File: src/shared/gpio_port_one_consts.svh
// Register offsets, reset values and bus codes of the eight-bit port
`ifndef GPIO_PORT_ONE_CONSTS_SVH
`define GPIO_PORT_ONE_CONSTS_SVH

// Byte offsets within the 16-byte register window
`define OFS_DATA 4'h0
`define OFS_DIR 4'h4
`define OFS_PULLUP 4'h8
`define OFS_LATCH_VIEW 4'hC

// Decoded offset width and the port width in pins
`define OFS_BITS 4
`define PORT_BITS 8

// Reset values of the three registers
`define RST_LATCH 8'h00
`define RST_DIR 8'h00
`define RST_PULLUP 8'h00

// Fill for the unused upper bits of a read word
`define READ_PAD 24'h000000

// AXI response codes
`define RESP_OKAY 2'h0
`define RESP_SLVERR 2'h2

// Lines whose inputs may stay open in forced standby
`define IRQ_LINE_A 0
`define IRQ_LINE_B 4

`endif

File: src/shared/gpio_port_one_pkg.sv
// Types shared by the port, the board model and the bench
package gpio_port_one_pkg;

    // Drive onto the eight pads, from the port or from a peripheral
    typedef struct packed {
        logic [7:0] oe;
        logic [7:0] out;
    } pad_drive_t;

    // State handed over by the standby controller
    typedef struct packed {
        logic pin_state_select;
        logic stop_or_watch;
    } standby_t;

    // Interrupt qualifiers for the two exempt lines (index 0: line 0, index 1: line 4)
    typedef struct packed {
        logic [1:0] ext_ctrl_en;
        logic [1:0] pin_sel_en;
    } irq_qual_t;

endpackage : gpio_port_one_pkg

File: src/logic/gpio_pin_cell.sv
// One port pin: output mux, pull-up gating and synchronised input path
`timescale 1ns/10ps
module gpio_pin_cell #(
    parameter bit OPEN_DRAIN = 1'b0
) (
    // Clock and reset
    input wire logic aclk,
    input wire logic aresetn,
    // Register bits for this pin
    input wire logic latch_bit,
    input wire logic dir_bit,
    input wire logic pullup_bit,
    // Shared peripheral drive
    input wire logic periph_oe,
    input wire logic periph_out,
    // Standby control
    input wire logic forced_hiz,
    input wire logic input_exempt,
    // Pad side
    input wire logic pad_in,
    output logic pad_out,
    output logic pad_oe,
    output logic pullup_on,
    // Synchronised, possibly blocked, input level
    output logic in_gated_r
);

    logic drive_val; // Level wanted on the pad
    logic drive_en; // Pad is actively driven
    logic sync1_r; // First synchroniser stage, read only by sync2_r
    logic sync2_r; // Second synchroniser stage
    logic block; // Input path held low

    // Peripheral drive takes the pin over from the port latch
    always_comb begin
        drive_val = periph_oe ? periph_out : latch_bit;
        drive_en = (periph_oe | dir_bit) & ~forced_hiz;
    end

    // An open-drain pad never drives high, a latched 1 leaves it floating
    assign pad_oe = OPEN_DRAIN ? (drive_en & ~drive_val) : drive_en;
    assign pad_out = OPEN_DRAIN ? 1'b0 : drive_val;

    // Pull-up is cut whenever the pad is pulled low, to stop a static current
    assign pullup_on = pullup_bit & ~(pad_oe & ~pad_out);

    // Blocking applies only in forced standby, interrupt lines may be exempt
    assign block = forced_hiz & ~input_exempt;

    // Two-stage synchroniser, then the blocking gate in a third flop
    always_ff @(posedge aclk) begin
        if (!aresetn) begin
            sync1_r <= 1'b0;
            sync2_r <= 1'b0;
            in_gated_r <= 1'b0;
        end else begin
            sync1_r <= pad_in;
            sync2_r <= sync1_r;
            in_gated_r <= sync2_r & ~block;
        end
    end

endmodule : gpio_pin_cell

File: src/logic/gpio_port_one.sv
// Eight-bit general-purpose port with AXI4-Lite register access
//
// Our own choices: the register offsets and the AXI4-Lite register port.
`timescale 1ns/10ps
`include "gpio_port_one_consts.svh"

// What this block does
// - direction bit 1 output, 0 input, per pin
// - output pin drives its latch bit
// - data write with the byte lane 0 strobe set always updates latch
// - output pin reads back latch value
// - input pin reads back sampled pin level
// - read-modify-write read returns latch always
// - peripheral drives pin, read shows pin
// - peripheral input pin still readable
// - reset clears every direction bit
// - forced standby floats every pin
// - forced standby blocks inputs, held low
// - enabled interrupt lines 0, 4 stay open
// - unforced standby keeps all pin states
// - pull-up bit connects the pull-up
// - low output always cuts the pull-up
// - open-drain latched 1 floats the pin
// - register bit n maps to pin n
module gpio_port_one
    import gpio_port_one_pkg::*;
#(
    parameter int PORT_W = 8,
    parameter int ADDR_W = 12,
    parameter logic [7:0] OPEN_DRAIN_MASK = 8'h00
) (
    // Clock and reset
    input wire logic aclk,
    input wire logic aresetn,
    // AXI4-Lite write address
    input wire logic awvalid,
    output logic awready,
    input wire logic [ADDR_W-1:0] awaddr,
    input wire logic [2:0] awprot,
    // AXI4-Lite write data
    input wire logic wvalid,
    output logic wready,
    input wire logic [31:0] wdata,
    input wire logic [3:0] wstrb,
    // AXI4-Lite write response
    output logic bvalid,
    input wire logic bready,
    output logic [1:0] bresp,
    // AXI4-Lite read address
    input wire logic arvalid,
    output logic arready,
    input wire logic [ADDR_W-1:0] araddr,
    input wire logic [2:0] arprot,
    // AXI4-Lite read data
    output logic rvalid,
    input wire logic rready,
    output logic [31:0] rdata,
    output logic [1:0] rresp,
    // Standby controller and interrupt qualifiers
    input wire standby_t standby,
    input wire irq_qual_t irq_qual,
    // Shared peripherals
    input wire pad_drive_t periph,
    output logic [7:0] periph_in,
    // Pads
    input wire logic [7:0] pad_in,
    output pad_drive_t pad,
    output logic [7:0] pullup_on
);

    // The register map and the package types are fixed at eight pins
    if (PORT_W != `PORT_BITS) begin : g_bad_width
        $error("PORT_W must be 8");
    end
    if (ADDR_W < `OFS_BITS + 1) begin : g_bad_addr
        $error("ADDR_W too small for the register window");
    end

    // Software-visible registers, bit n belongs to pin n
    logic [7:0] latch_r; // Output latch
    logic [7:0] dir_r; // Direction, 1 is output
    logic [7:0] pul_r; // Pull-up select

    // Pin-side state
    logic forced_hiz; // Standby with pins forced to float
    logic [7:0] input_exempt; // Lines whose input stays open in standby
    logic [7:0] in_gated; // Synchronised and gated pad levels
    logic [7:0] read_mix; // Value an ordinary data read returns

    // Write channel state
    logic aw_held_r; // Address taken, waiting for data
    logic [ADDR_W-1:0] aw_addr_r; // Held write address
    logic w_held_r; // Data taken, waiting for address
    logic [31:0] w_data_r; // Held write data
    logic [3:0] w_strb_r; // Held byte strobes
    logic bvalid_r; // Response pending
    logic [1:0] bresp_r; // Response code

    // Read channel state
    logic rvalid_r; // Read data pending
    logic [31:0] rdata_r; // Read word
    logic [1:0] rresp_r; // Read response code

    // Combined write request
    logic aw_hs; // Address handshake this cycle
    logic w_hs; // Data handshake this cycle
    logic wr_fire; // Both halves present, perform the write
    logic [ADDR_W-1:0] wr_addr; // Address of the write
    logic [31:0] wr_data; // Data of the write
    logic [3:0] wr_strb; // Strobes of the write
    logic wr_mapped; // Upper address bits are zero
    logic ar_hs; // Read address handshake
    logic rd_mapped; // Upper read address bits are zero

    // Standby controller state is on this clock, so no synchroniser
    assign forced_hiz = standby.pin_state_select & standby.stop_or_watch;

    // Only lines 0 and 4 may be exempt, and only with both enables set
    always_comb begin
        input_exempt = 8'h00;
        input_exempt[`IRQ_LINE_A] = irq_qual.ext_ctrl_en[0] & irq_qual.pin_sel_en[0];
        input_exempt[`IRQ_LINE_B] = irq_qual.ext_ctrl_en[1] & irq_qual.pin_sel_en[1];
    end

    // One cell per pin, bit n of every register goes to cell n
    for (genvar i = 0; i < PORT_W; i++) begin : g_pin
        gpio_pin_cell #(
            .OPEN_DRAIN(OPEN_DRAIN_MASK[i])
        ) u_cell (
            .aclk(aclk),
            .aresetn(aresetn),
            .latch_bit(latch_r[i]),
            .dir_bit(dir_r[i]),
            .pullup_bit(pul_r[i]),
            .periph_oe(periph.oe[i]),
            .periph_out(periph.out[i]),
            .forced_hiz(forced_hiz),
            .input_exempt(input_exempt[i]),
            .pad_in(pad_in[i]),
            .pad_out(pad.out[i]),
            .pad_oe(pad.oe[i]),
            .pullup_on(pullup_on[i]),
            .in_gated_r(in_gated[i])
        );
    end

    // Peripheral inputs see the pin whether or not the port uses it
    assign periph_in = in_gated;

    // Port output pins read the latch, everything else reads the pin
    // A peripheral-driven pin reads the pad, so its output can be observed
    assign read_mix = (dir_r & ~periph.oe & latch_r) | (~(dir_r & ~periph.oe) & in_gated);

    // Handshakes; a new address or data half is refused while a response waits
    assign awready = ~aw_held_r & ~bvalid_r;
    assign wready = ~w_held_r & ~bvalid_r;
    assign aw_hs = awvalid & awready;
    assign w_hs = wvalid & wready;
    assign wr_fire = (aw_held_r | aw_hs) & (w_held_r | w_hs);
    assign wr_addr = aw_held_r ? aw_addr_r : awaddr;
    assign wr_data = w_held_r ? w_data_r : wdata;
    assign wr_strb = w_held_r ? w_strb_r : wstrb;
    assign wr_mapped = (wr_addr[ADDR_W-1:`OFS_BITS] == '0);
    assign arready = ~rvalid_r;
    assign ar_hs = arvalid & arready;
    assign rd_mapped = (araddr[ADDR_W-1:`OFS_BITS] == '0);

    // Address half waits here until its data arrives
    always_ff @(posedge aclk) begin
        if (!aresetn) begin
            aw_held_r <= 1'b0;
            aw_addr_r <= '0;
        end else if (wr_fire) begin
            aw_held_r <= 1'b0;
        end else if (aw_hs) begin
            aw_held_r <= 1'b1;
            aw_addr_r <= awaddr;
        end
    end

    // Data half waits here until its address arrives
    always_ff @(posedge aclk) begin
        if (!aresetn) begin
            w_held_r <= 1'b0;
            w_data_r <= 32'h00000000;
            w_strb_r <= 4'h0;
        end else if (wr_fire) begin
            w_held_r <= 1'b0;
        end else if (w_hs) begin
            w_held_r <= 1'b1;
            w_data_r <= wdata;
            w_strb_r <= wstrb;
        end
    end

    // Register writes; only byte lane 0 carries register bits
    always_ff @(posedge aclk) begin
        if (!aresetn) begin
            latch_r <= `RST_LATCH;
            dir_r <= `RST_DIR;
            pul_r <= `RST_PULLUP;
        end else if (wr_fire && wr_mapped && wr_strb[0]) begin
            case (wr_addr[`OFS_BITS-1:0])
                `OFS_DATA: begin
                    // Stored whatever the direction, shown only on output pins
                    latch_r <= wr_data[7:0];
                end
                `OFS_DIR: begin
                    dir_r <= wr_data[7:0];
                end
                `OFS_PULLUP: begin
                    pul_r <= wr_data[7:0];
                end
                default: begin
                    // Latch view is read-only, unmapped offsets store nothing
                end
            endcase
        end
    end

    // Write response, held until the master takes it
    always_ff @(posedge aclk) begin
        if (!aresetn) begin
            bvalid_r <= 1'b0;
            bresp_r <= `RESP_OKAY;
        end else if (wr_fire) begin
            bvalid_r <= 1'b1;
            if (wr_mapped && (wr_addr[`OFS_BITS-1:0] == `OFS_DATA || wr_addr[`OFS_BITS-1:0] == `OFS_DIR ||
                              wr_addr[`OFS_BITS-1:0] == `OFS_PULLUP)) begin
                bresp_r <= `RESP_OKAY;
            end else begin
                bresp_r <= `RESP_SLVERR;
            end
        end else if (bready) begin
            bvalid_r <= 1'b0;
        end
    end

    // Read path; the latch view serves read-modify-write sequences
    always_ff @(posedge aclk) begin
        if (!aresetn) begin
            rvalid_r <= 1'b0;
            rdata_r <= 32'h00000000;
            rresp_r <= `RESP_OKAY;
        end else if (ar_hs) begin
            rvalid_r <= 1'b1;
            rresp_r <= `RESP_OKAY;
            if (!rd_mapped) begin
                rdata_r <= 32'h00000000;
                rresp_r <= `RESP_SLVERR;
            end else begin
                case (araddr[`OFS_BITS-1:0])
                    `OFS_DATA: begin
                        rdata_r <= {`READ_PAD, read_mix};
                    end
                    `OFS_DIR: begin
                        rdata_r <= {`READ_PAD, dir_r};
                    end
                    `OFS_PULLUP: begin
                        rdata_r <= {`READ_PAD, pul_r};
                    end
                    `OFS_LATCH_VIEW: begin
                        // Latch in every pin mode, so modify-write keeps unrelated bits
                        rdata_r <= {`READ_PAD, latch_r};
                    end
                    default: begin
                        rdata_r <= 32'h00000000;
                        rresp_r <= `RESP_SLVERR;
                    end
                endcase
            end
        end else if (rready) begin
            rvalid_r <= 1'b0;
        end
    end

    // Bus outputs straight from flops
    assign bvalid = bvalid_r;
    assign bresp = bresp_r;
    assign rvalid = rvalid_r;
    assign rdata = rdata_r;
    assign rresp = rresp_r;
endmodule : gpio_port_one

File: config.mk
export PLATFORM = sky130hd
export DESIGN_NAME = gpio_port_one
export DESIGN_NICKNAME = d
export VERILOG_FILES = /design/src/shared/gpio_port_one_pkg.sv /design/src/logic/gpio_pin_cell.sv /design/src/logic/gpio_port_one.sv
export VERILOG_INCLUDE_DIRS = /design/src /design/src/shared
export SDC_FILE = /design/constraint.sdc
export NUM_CORES = 1
export LEC_CHECK = 0
export BUFFER_PORTS_ARGS = -buffer_cell sky130_fd_sc_hd__buf_2
export CORE_ASPECT_RATIO = 1.1
export CORE_MARGIN = 5
export CORE_UTILIZATION = 44
export CTS_CLUSTER_DIAMETER = 120
export DETAILED_ROUTE_END_ITERATION = 8
export HOLD_SLACK_MARGIN = 0.15
export PLACE_DENSITY = 0.74
export SYNTH_ARGS = -nofsm -noshare
export SYNTH_HDL_FRONTEND = slang
export SYNTH_SLANG_ARGS = --single-unit
File: constraint.sdc
create_clock -name aclk -period 2.1 [get_ports aclk]
set_clock_uncertainty 0.15 [all_clocks]
set_input_delay 0 -clock aclk [delete_from_list [all_inputs] [get_ports aclk]]
set_output_delay 0 -clock aclk [all_outputs]
set_load 0.02 [all_outputs]
Yosys cells after proc, flatten, opt, wreduce, memory -nomap -nowiden
Cells that the tools add are included.
{"block": "totals", "output_inout_bits": 73, "rom_bits": 0, "wordCells": 166, "latch_bits": 0, "ram_bits": 0, "mem_count": 0, "register_bits": 109}
{"block": "op_classes", "div_mod_pow": 0, "multipliers": 0, "addsub": 0, "n_reduce_logical": 18, "n_shift": 0, "order_cmp": 0, "n_eq_ne": 5, "mux": 20, "n_bitwise": 86}
{"cell": "$and 1x1->1", "count": 43}
{"cell": "$pmux 8 s4", "count": 1}
{"cell": "$not 1->1", "count": 27}
{"cell": "$and 8x8->8", "count": 3}
{"cell": "$logic_not 8->1", "count": 2}
{"cell": "$mux 8", "count": 2}
{"cell": "$not 8->8", "count": 2}
{"cell": "$mux 1", "count": 13}
{"cell": "$eq 4x4->1 const B", "count": 3}
{"cell": "$mux 12", "count": 1}
{"cell": "$or 1x1->1", "count": 10}
{"cell": "$reduce_and 2->1", "count": 5}
{"cell": "$eq 4x3->1 const B", "count": 2}
{"cell": "$logic_not 4->1", "count": 2}
{"cell": "$or 8x8->8", "count": 1}
{"cell": "$mux 2", "count": 3}
{"cell": "$reduce_bool 2->1", "count": 2}
{"cell": "$reduce_or 4->1", "count": 1}
{"cell": "$logic_and 1x1->1", "count": 3}
{"cell": "$logic_or 1x1->1", "count": 2}
{"cell": "$reduce_or 2->1", "count": 1}

Depth between registers and ports, before layout
Gate-level depths: netlist (run 1).
{"block": "logic_depth", "ltp_word": 8, "mapped_depth": 6, "ltp_nobuf": 4}

Cells and area by module
Synthesis (run 1) repeated with hierarchy kept, for this count alone.
{"block": "unflattened", "cells_unflattened": 433, "hier_area_um2": 4081.4}
{"module": "gpio_port_one", "area_per_inst_um2": 3060.4, "seq_area_each_um2": 1181.1, "n_inst": 1, "cells_per_inst": 321}
{"module": "gpio_pin_cell", "area_per_inst_um2": 127.6, "seq_area_each_um2": 60.1, "n_inst": 8, "cells_per_inst": 14}

Worst setup path before layout (run 1)
OpenSTA, ideal clock, no wires.
{"block": "synth_path", "path_type": "reg-to-reg", "start": "register aw_held_r", "end": "register latch_r[0]", "slack_ps": 122, "stages_incl_launch_ff": 6, "setup_time_ps": 72, "path_buffers": 1, "arrival_ps": 1756, "required_time_ps": 1878, "synth_period_minus_slack_ps": 1978, "cell_sequence": "dfxtp_1 > or3_2 > a221oi_4 > o2111a_1 > buf_6 > mux2i_1"}
{"block": "synth_between", "elab_chain_cells": 8, "elab_cells_between_ends": 11, "cone_classes": "mux: 1; bitwise: 5; reduce/logical: 5"}
{"item": "start: declaration", "line": "gpio_port_one.sv:91", "source": "logic aw_held_r;"}
{"item": "start signal: assignment", "line": "gpio_port_one.sv:171", "source": "aw_held_r <= 1'b0;"}
{"item": "start signal: assignment", "line": "gpio_port_one.sv:174", "source": "aw_held_r <= 1'b0;"}
{"item": "start signal: assignment", "line": "gpio_port_one.sv:176", "source": "aw_held_r <= 1'b1;"}
{"item": "$not 1->1", "line": "gpio_port_one.sv:155", "source": "assign awready = ~aw_held_r & ~bvalid_r;"}
{"item": "$and 1x1->1", "line": "gpio_port_one.sv:155"}
{"item": "$and 1x1->1", "line": "gpio_port_one.sv:157", "source": "assign aw_hs = awvalid & awready;"}
{"item": "$or 1x1->1", "line": "gpio_port_one.sv:159", "source": "assign wr_fire = (aw_held_r | aw_hs) & (w_held_r | w_hs);"}
{"item": "$and 1x1->1", "line": "gpio_port_one.sv:159"}
{"item": "$logic_and 1x1->1 (2 in a row)", "line": "gpio_port_one.sv:202", "source": "end else if (wr_fire && wr_mapped && wr_strb[0]) begin"}
{"item": "$reduce_and 2->1 (no source line) *"}
{"item": "end signal: assignment", "line": "gpio_port_one.sv:199", "source": "latch_r <= `RST_LATCH;"}
{"item": "end signal: assignment", "line": "gpio_port_one.sv:206", "source": "latch_r <= wr_data[7:0];"}
{"item": "end: declaration", "line": "gpio_port_one.sv:80", "source": "logic [7:0] latch_r;"}
Every way passes the cells marked *; elsewhere a longest branch is shown, timed or not.
A chain may end at the register's enable or synchronous reset.

Worst setup path in the final report (run 1)
{"block": "layout_path", "start": "input awaddr[5]", "end": "register dir_r[2]"}
{"block": "layout_between", "elab_chain_cells": 5}
{"item": "start: declaration", "line": "gpio_port_one.sv:38", "source": "input wire logic [ADDR_W-1:0] awaddr,"}
{"item": "$mux 12", "line": "gpio_port_one.sv:160", "source": "assign wr_addr = aw_held_r ? aw_addr_r : awaddr;"}
{"item": "$logic_not 8->1", "line": "gpio_port_one.sv:163", "source": "assign wr_mapped = (wr_addr[ADDR_W-1:`OFS_BITS] == '0);"}
{"item": "$logic_and 1x1->1 (2 in a row)", "line": "gpio_port_one.sv:202"}
{"item": "$reduce_and 2->1 (no source line)"}
{"item": "end signal: assignment", "line": "gpio_port_one.sv:200", "source": "dir_r <= `RST_DIR;"}
{"item": "end signal: assignment", "line": "gpio_port_one.sv:209", "source": "dir_r <= wr_data[7:0];"}
{"item": "end: declaration", "line": "gpio_port_one.sv:81", "source": "logic [7:0] dir_r;"}
No other way between the ends.

==> flow_summary_export.csv, run 1 <==
group,metric,value,unit
run_status,status,"complete, but fails checks",
run_status,violations,"negative hold slack",
timing,setup_viol,0,
flow_run,cap_viol_max_count,0,
placement,io_buffers,116,
grt,antenna_found_initial,0,
placement,post-place-ws,-0.009910,ns
power_and_ir_drop,power,3.339,mW
detailed_routing,routed_via_density,4.902,
worst_hold_path,hold-path-cell-count,4,
setup_path,critPathArrivalTime,2.11,ns
detailed_routing,drt_iter0_markers,95,
yosys,ys_warn_count,0,
setup_path,reg2reg_to,"dir_r[2]",
placement,place_area,4653,um^2
setup_path,path_cells,"dlygate4sd3_1 -> buf_2 -> or4_4 -> nor4_4 -> buf_4 -> o2111ai_4 -> mux2i_1",
detailed_routing,num_vias,3559,
setup_path,critPathCapture,"dir_r[2]",
cells_and_area,syn_to_final_growth,30.94,%
clock_tree,post-cts-setup-buffers,0,
detailed_routing,ant_nets,0,
cells_and_area,design_area,5570,um^2
cells_and_area,drive_gt1_frac,0.2890,
floorplan,num_rows,37,
setup_path,crit_family,"buffers and inverters",
yosys,synth_cell_types,49,
yosys,synth_top_area_frac,0.3906,
grt,grt_pass1_vias,3621,
detailed_routing,drc,0,
timing,layout_min_cycle_time,2.032,ns
floorplan,core_area,9398,um^2
timing,drv_slew,0,
timing,min_period_over_period,0.9678,
setup_path,cp.required,2.18,ns
cells_and_area,fill_cells,805,
setup_path,end_kind,"flop",
grt,gr-usage-all-layers,0.1759,
setup_path,r2r_cells,5,
power_and_ir_drop,p_per_area,599.5,nW/um^2
timing,rsz0062_at_grt,"false",
timing,tns,0,ns
setup_path,critical_path_buf_inv_count,3,
yosys,synth_cells,449,
setup_path,worst-path-stages,7,
setup_path,reg2reg_slack,0.09,ns
clock_tree,clkSinkCount,83,
timing,tightestPinTransition,0.5921,ns
detailed_routing,routed_wl,10540,um
grt,gr-total-overflow,0,
power_and_ir_drop,p_leak,2.674,nW
floorplan,fp.dieW,103.8,um
yosys,netlist.top_cell.by_area,"dfxtp_1",
clock_tree,cts_inserted_buffers,9,
worst_hold_path,hp-class,"in2reg",
placement,gp_congestion,0.8287,
setup_path,worst_path_max_delay_cell,"dlygate4sd3_1",
cells_and_area,area.sequential,1665,um^2
yosys,synth_seq_cells,83,
yosys,yosysSeqAreaShare,0.3906,
timing,clock.fmax,492.0,MHz
grt,grt_pass1_wl,17050,um
yosys,mappedNetlistArea,4254,um^2
floorplan,start_util,0.4527,
placement,dp_hpwl,7230,um
floorplan,pin_count,176,
yosys,async_flop_share,0,
setup_path,critPathMaxStageDelay,0.55,ns
timing,finalHoldViolCount,1,
grt,grt_start_max_net_pins,84,
setup_path,crit_path_start,"awaddr[5]",
cells_and_area,multi_input_area,2156,um^2
clock_tree,clkTransAtPathRegs,0.09,ns
clock_tree,hold_buffers,69,
detailed_routing,first_pass_iters,4,
power_and_ir_drop,power.ir.vdd_worst,0.5559,mV
setup_path,crit_fanout,8,
setup_path,r2r-start,"aw_addr_r[5]",
yosys,synth_common_cells,"dfxtp_1 (83), buf_4 (58), mux2i_1 (49)",
setup_path,start_kind,"primary input",
timing,whs,-0.1370,ns
timing,fin_ws,0.06754,ns
clock_tree,insertion_delay,0.35,ns
floorplan,die_y,113.1,um
yosys,synth_area_leaders,"dfxtp_1 (39%), mux2i_1 (12%), buf_4 (10%)",
clock_tree,tritoncts,"built",
setup_path,crit_type,"in2reg",
cells_and_area,n_antenna_cell,0,
yosys,avgSynthCellArea,9.475,um^2
clock_tree,cts_root_buf,"clkbuf_8",
timing,max_slew_margin,0.6041,
clock_tree,htree_levels,3,
yosys,synth_edf_count,0,
cells_and_area,final_nets,707,
detailed_routing,wl_per_cell,14.52,um
yosys,synth_top_flop_cell,"dfxtp_1",
yosys,yosysMostFrequentCell,"dfxtp_1",
floorplan,dieArea,11740,um^2
clock_tree,cts_buffer_depth,2,
through the flow:
step             util  std cells
5_1_grt        0.5927        726
3_5_place_dp   0.4951        641
4_1_cts        0.5877        726
2_1_floorplan       -        474
3_3_place_gp   0.4951        641
6_report       0.5927        726
worst reg2reg max path: cells and delay by family, from the launching register on:
kind / cells / cell delay, ns
AND/OR/NAND/NOR: 2 / 0.75
buffers and inverters: 1 / 0.20
flip-flops: 1 / 0.32
multiplexers: 1 / 0.20
AO/OA/AOI/OAI: 1 / 0.26
repair_timing:
action,CTS,global route
pin swaps,0,5
hold endpoints to repair,83,7
endpoints found under the setup margin,3,26
gates resized for setup,1,12
cells by family after synthesis:
| logic type | count (synthesis) | synth area share |
|---|---|---|
| buffers and inverters | 90 | 0.1350 |
| AO/OA/AOI/OAI | 67 | 0.1253 |
| other | 1 | 0.0008815 |
| AND/OR/NAND/NOR | 144 | 0.1932 |
| multiplexers | 64 | 0.1550 |
| flip-flops | 83 | 0.3906 |
cell type report:
| type | instances | share of cell area |
|---|---|---|
| multi-input cells | 301 | 0.3870 |
| flip-flops and latches | 83 | 0.2990 |
| repair buffers | 195 | 0.2469 |
| well taps | 117 | 0.02628 |
| clock buffers | 10 | 0.02291 |
| inverters | 14 | 0.009434 |
| clock inverters | 6 | 0.008535 |
placed cells by master (no fill, tap or decap), types with 3 or more instances in the layout:
cell / count
buf_2: 116
dfxtp_1: 82
dlygate4sd3_1: 69
mux2i_1: 49
nand2_1: 47
nor2b_1: 30
conb_1: 26
and2_1: 20
mux2_2: 15
inv_1: 14
o21a_1: 12
o21ai_0: 11
a21oi_1: 10
and3_1: 10
clkbuf_8: 9
nor2_1: 7
buf_4: 7
a21boi_0: 5
nand2b_1: 5
a211oi_1: 4
o211a_1: 3
a22o_1: 3
a221oi_1: 3
o31ai_1: 3
inv_6: 3
state kept, by name, summed over array words and instances, names as in the netlist:
register                 flops
g_pin.u_cell.sync2_r         8
g_pin.u_cell.sync1_r         8
bresp                        1
bvalid                       1
rdata                        8
aw_held_r                    1
latch_r                      8
pul_r                        8
rresp                        1
g_pin.u_cell.in_gated_r      8
w_held_r                     1
w_data_r                     8
rvalid                       1
w_strb_r                     1
dir_r                        8
aw_addr_r                   12
worst min-delay path by stage:
stage	from	to	slack, ns
after floorplan	pad_in[0]	g_pin[0].u_cell.sync1_r	-0.02
after global placement	pad_in[1]	g_pin[1].u_cell.sync1_r	0.05
after detailed placement	pad_in[1]	g_pin[1].u_cell.sync1_r	0.06
after CTS	araddr[11]	rresp[1]	-0.15
after global routing	araddr[11]	rresp[1]	-0.12
final	araddr[11]	rresp[1]	-0.14
metal layers:
| layer | part of all wire | vias up | wire, um | GRT usage |
|---|---|---|---|---|
| li1 | - | 1774 | - | - |
| met1 | 0.39 | 1661 | 4127 | 0.1923 |
| met2 | 0.54 | 106 | 5651 | 0.3261 |
| met3 | 0.049 | 18 | 516 | 0.03651 |
| met4 | 0.023 | 0 | 244 | 0.07772 |
| met5 | 0 | - | 0 | 0 |
power by group:
part / internal, mW / leakage [nW] / switching [mW] / total [mW]
combinational: 0.302 / 1.91 / 0.323 / 0.626
clock: 0.443 / 0.0877 / 0.616 / 1.06
sequential: 1.62 / 0.676 / 0.0313 / 1.65
Power figures use the tool's default switching activity.
==> run 2, diff against run 1 <==
Settings changed: CORE_UTILIZATION 44 to 43, PLACE_DENSITY 0.74 to 0.73, SYNTH_HIERARCHICAL set to 1.
==> run 2 against run 1 <==
  * Register-to-register slack about the same
  * Global-route usage up 1.0 points
  * Synthesized area down 4.1%
  * The flow now finishes without violations
  * Worst hold slack better by 0.27 ns
  * Clock-buffer cell count down 1
  * Critical path type is now reg2reg
  * Clock power up 14%
  * Cell area up 3.7%
  * Sequential power about the same
  * Synthesized cell count down 3.6%
  * Wire length up 2.5%
  * Highest routed layer unchanged
  * Combinational power up 6.2%
  * Via count up 5.8%
==> flow_summary_export.csv, run 2 <==
group,metric,value,unit
clock_tree,htree_levels,3,
detailed_routing,first_pass_iters,5,
floorplan,fp.dieW,102.9,um
clock_tree,clkSinkCount,83,
setup_path,critical_path_buf_inv_count,3,
yosys,synth_top_area_frac,0.4071,
cells_and_area,finalNonFillerCells,762,
yosys,avgSynthCellArea,9.426,um^2
yosys,synth_cell_types,43,
setup_path,start_kind,"flop",
power_and_ir_drop,p_leak,2.747,nW
setup_path,path_cells,"buf_6 -> nor3_4 -> nand3b_1 -> buf_6 -> mux2i_1 -> nor2b_1 -> dlygate4sd3_1",
timing,clock.fmax,495.0,MHz
floorplan,pin_count,176,
timing,finalHoldViolCount,0,
cells_and_area,syn_to_final_growth,41.57,%
cells_and_area,largest_register,"aw_addr_r",
yosys,synth_top_flop_cell,"dfxtp_1",
clock_tree,insertion_delay,0.35,ns
clock_tree,clkTransAtPathRegs,0.10,ns
yosys,synth_area_leaders,"dfxtp_1 (41%), mux2i_1 (13%), buf_4 (4.8%)",
worst_hold_path,hp-class,"in2reg",
setup_path,worst_path_max_delay_cell,"dlygate4sd3_1",
cells_and_area,design_area,5778,um^2
run_status,status,"finished clean",
floorplan,core_area,9305,um^2
cells_and_area,mostFrequentLayoutCell,"buf_2",
detailed_routing,wl_per_cell,14.17,um
grt,grt_start_max_net_pins,55,
grt,grt_pass1_wl,17250,um
placement,dp_hpwl,7403,um
yosys,ys_warn_count,6,
placement,gp_congestion,0.8664,
cells_and_area,final_cell_mix,"buf_2 (116), dfxtp_1 (82), dlygate4sd3_1 (77)",
detailed_routing,num_vias,3766,
timing,drv_slew,0,
setup_path,cp_common_cell,"buf_6",
timing,layout_min_cycle_time,2.020,ns
grt,gr-total-overflow,0,
setup_path,crit_fanout,13,
placement,place_area,4770,um^2
cells_and_area,largest_reg_flops,12,
yosys,synth_seq_cells,83,
timing,min_period_over_period,0.9620,
grt,grt_pass1_vias,3775,
clock_tree,tritoncts,"built",
yosys,yosysMostFrequentCell,"dfxtp_1",
detailed_routing,wl_met2,5937,um
detailed_routing,top_layer,"met4",
detailed_routing,wl_met1,4182,um
timing,max_slew_margin,0.4197,
floorplan,num_rows,37,
placement,io_buffers,116,
yosys,synth_edf_count,0,
cells_and_area,n_antenna_cell,0,
detailed_routing,wl_met3,503,um
flow_run,cap_viol_max_count,0,
detailed_routing,routed_via_density,4.942,
yosys,netlist.top_cell.by_area,"dfxtp_1",
clock_tree,cts_root_buf,"clkbuf_8",
yosys,mappedNetlistArea,4081,um^2
yosys,synth_cells,433,
floorplan,die_y,112.2,um
clock_tree,cts_buffer_depth,2,
detailed_routing,drt_iter0_markers,184,
cells_and_area,drive_gt1_frac,0.2636,
detailed_routing,routed_wl,10800,um
setup_path,end_kind,"flop",
setup_path,critPathMaxStageDelay,0.55,ns
timing,rsz0062_at_grt,"false",
floorplan,dieArea,11540,um^2
setup_path,cp.required,2.18,ns
power_and_ir_drop,p_per_area,610.3,nW/um^2
timing,tightestPinTransition,0.8704,ns
cells_and_area,final_nets,743,
detailed_routing,drc,0,
setup_path,crit_family,"buffers and inverters",
placement,place_inst,668,
setup_path,critPathArrivalTime,2.10,ns
grt,antenna_found_initial,0,
clock_tree,cts_inserted_buffers,9,
floorplan,start_util,0.4386,
setup_path,crit_type,"reg2reg",
power_and_ir_drop,power.ir.vdd_worst,0.3667,mV
timing,setup_viol,0,
yosys,synth_common_cells,"dfxtp_1 (83), mux2i_1 (52), nand2_1 (45)",
detailed_routing,ant_nets,0,
yosys,async_flop_share,0,
yosys,yosysSeqAreaShare,0.4071,
grt,gr-usage-all-layers,0.1858,
timing,tns,0,ns
-- run 2: changes by cell type in the layout (fill, tap and decap cells not counted), moves of 8 or more --
cell	change
or4b_1	+8
o21ai_0	-8
o311a_1	+8
o21a_1	-11
inv_1	+8
and3_1	-10
nor2_1	+21
dlygate4sd3_1	+8
-- run 2: final timing paths --
| kind | startpoint | endpoint | slack [ns] | depth (start not counted) |
|---|---|---|---|---|
| setup reg to reg | aw_held_r | w_data_r[3] | 0.08 | 7 |
| hold reg to reg | g_pin[6].u_cell/sync2_r | g_pin[6].u_cell/in_gated_r | 0.26 | 2 |
| hold / removal | araddr[11] | rdata[5] | 0.13 | 6 |
| setup / recovery | aw_held_r | w_data_r[3] | 0.08 | 7 |
-- run 2: where the power goes --
part	switching [mW]	total, mW	leakage (nW)	internal (mW)
clock	0.637	1.21	0.0988	0.571
sequential	0.0298	1.65	0.676	1.62
combinational	0.339	0.665	1.97	0.326
total	1.01	3.53	2.75	2.52
-- run 2: logic make-up (layout without fill, tap and decap cells) --
family,Yosys count,after routing,share of synthesized area
AOI/OAI and AO/OA,58,58,0.1199
buffers and inverters,64,245,0.08523
DFF,83,83,0.4071
muxes,69,69,0.1744
other,1,32,0.0009188
and+or+nand+nor,158,158,0.2124
-- run 2: tightest hold or removal path: stages --
cell and delay [ns]:
buf_2 0.08, nor2_1 0.05, nand3_1 0.08, nor2_1 0.05, buf_4 0.16, a22o_1 0.17
-- run 2: area by class of cell --
class	instances	area (um^2)
Inverter	22	82.58
Clock inverter	7	82.58
Fill cell	776	3527
Tap cell	117	146.4
Sequential cell	83	1663
Clock buffer	9	123.9
Multi-Input combinational cell	317	2200
Timing Repair Buffer	207	1480
-- run 2: repair_timing --
action,in CTS,in global routing
setup buffers,0,1
hold buffers,79,0
resized for setup,0,6
endpoints found under the setup margin,0,33
hold endpoints to repair,79,0
-- run 2: metrics by stage --
step / total power, mW / hold WS, ns / worst slack [ns] / util
after floorplan: 2.062 / -0.02829 / 0.1746 / -
after global placement: 2.199 / 0.05854 / 0.1892 / 0.5126
after detailed placement: 2.212 / 0.06127 / 0.1533 / 0.5126
after CTS: 3.533 / 0.1791 / 0.02222 / 0.6197
after global routing: 3.688 / 0.1589 / 0.001956 / 0.6209
final: 3.526 / 0.1346 / 0.07986 / 0.6209
-- run 2: per-layer routing --
metal	vias to the layer above	track usage
li1	1869	-
met2	97	0.3492
met1	1786	0.2049
met4	0	0.05959
met5	-	0
met3	14	0.03418
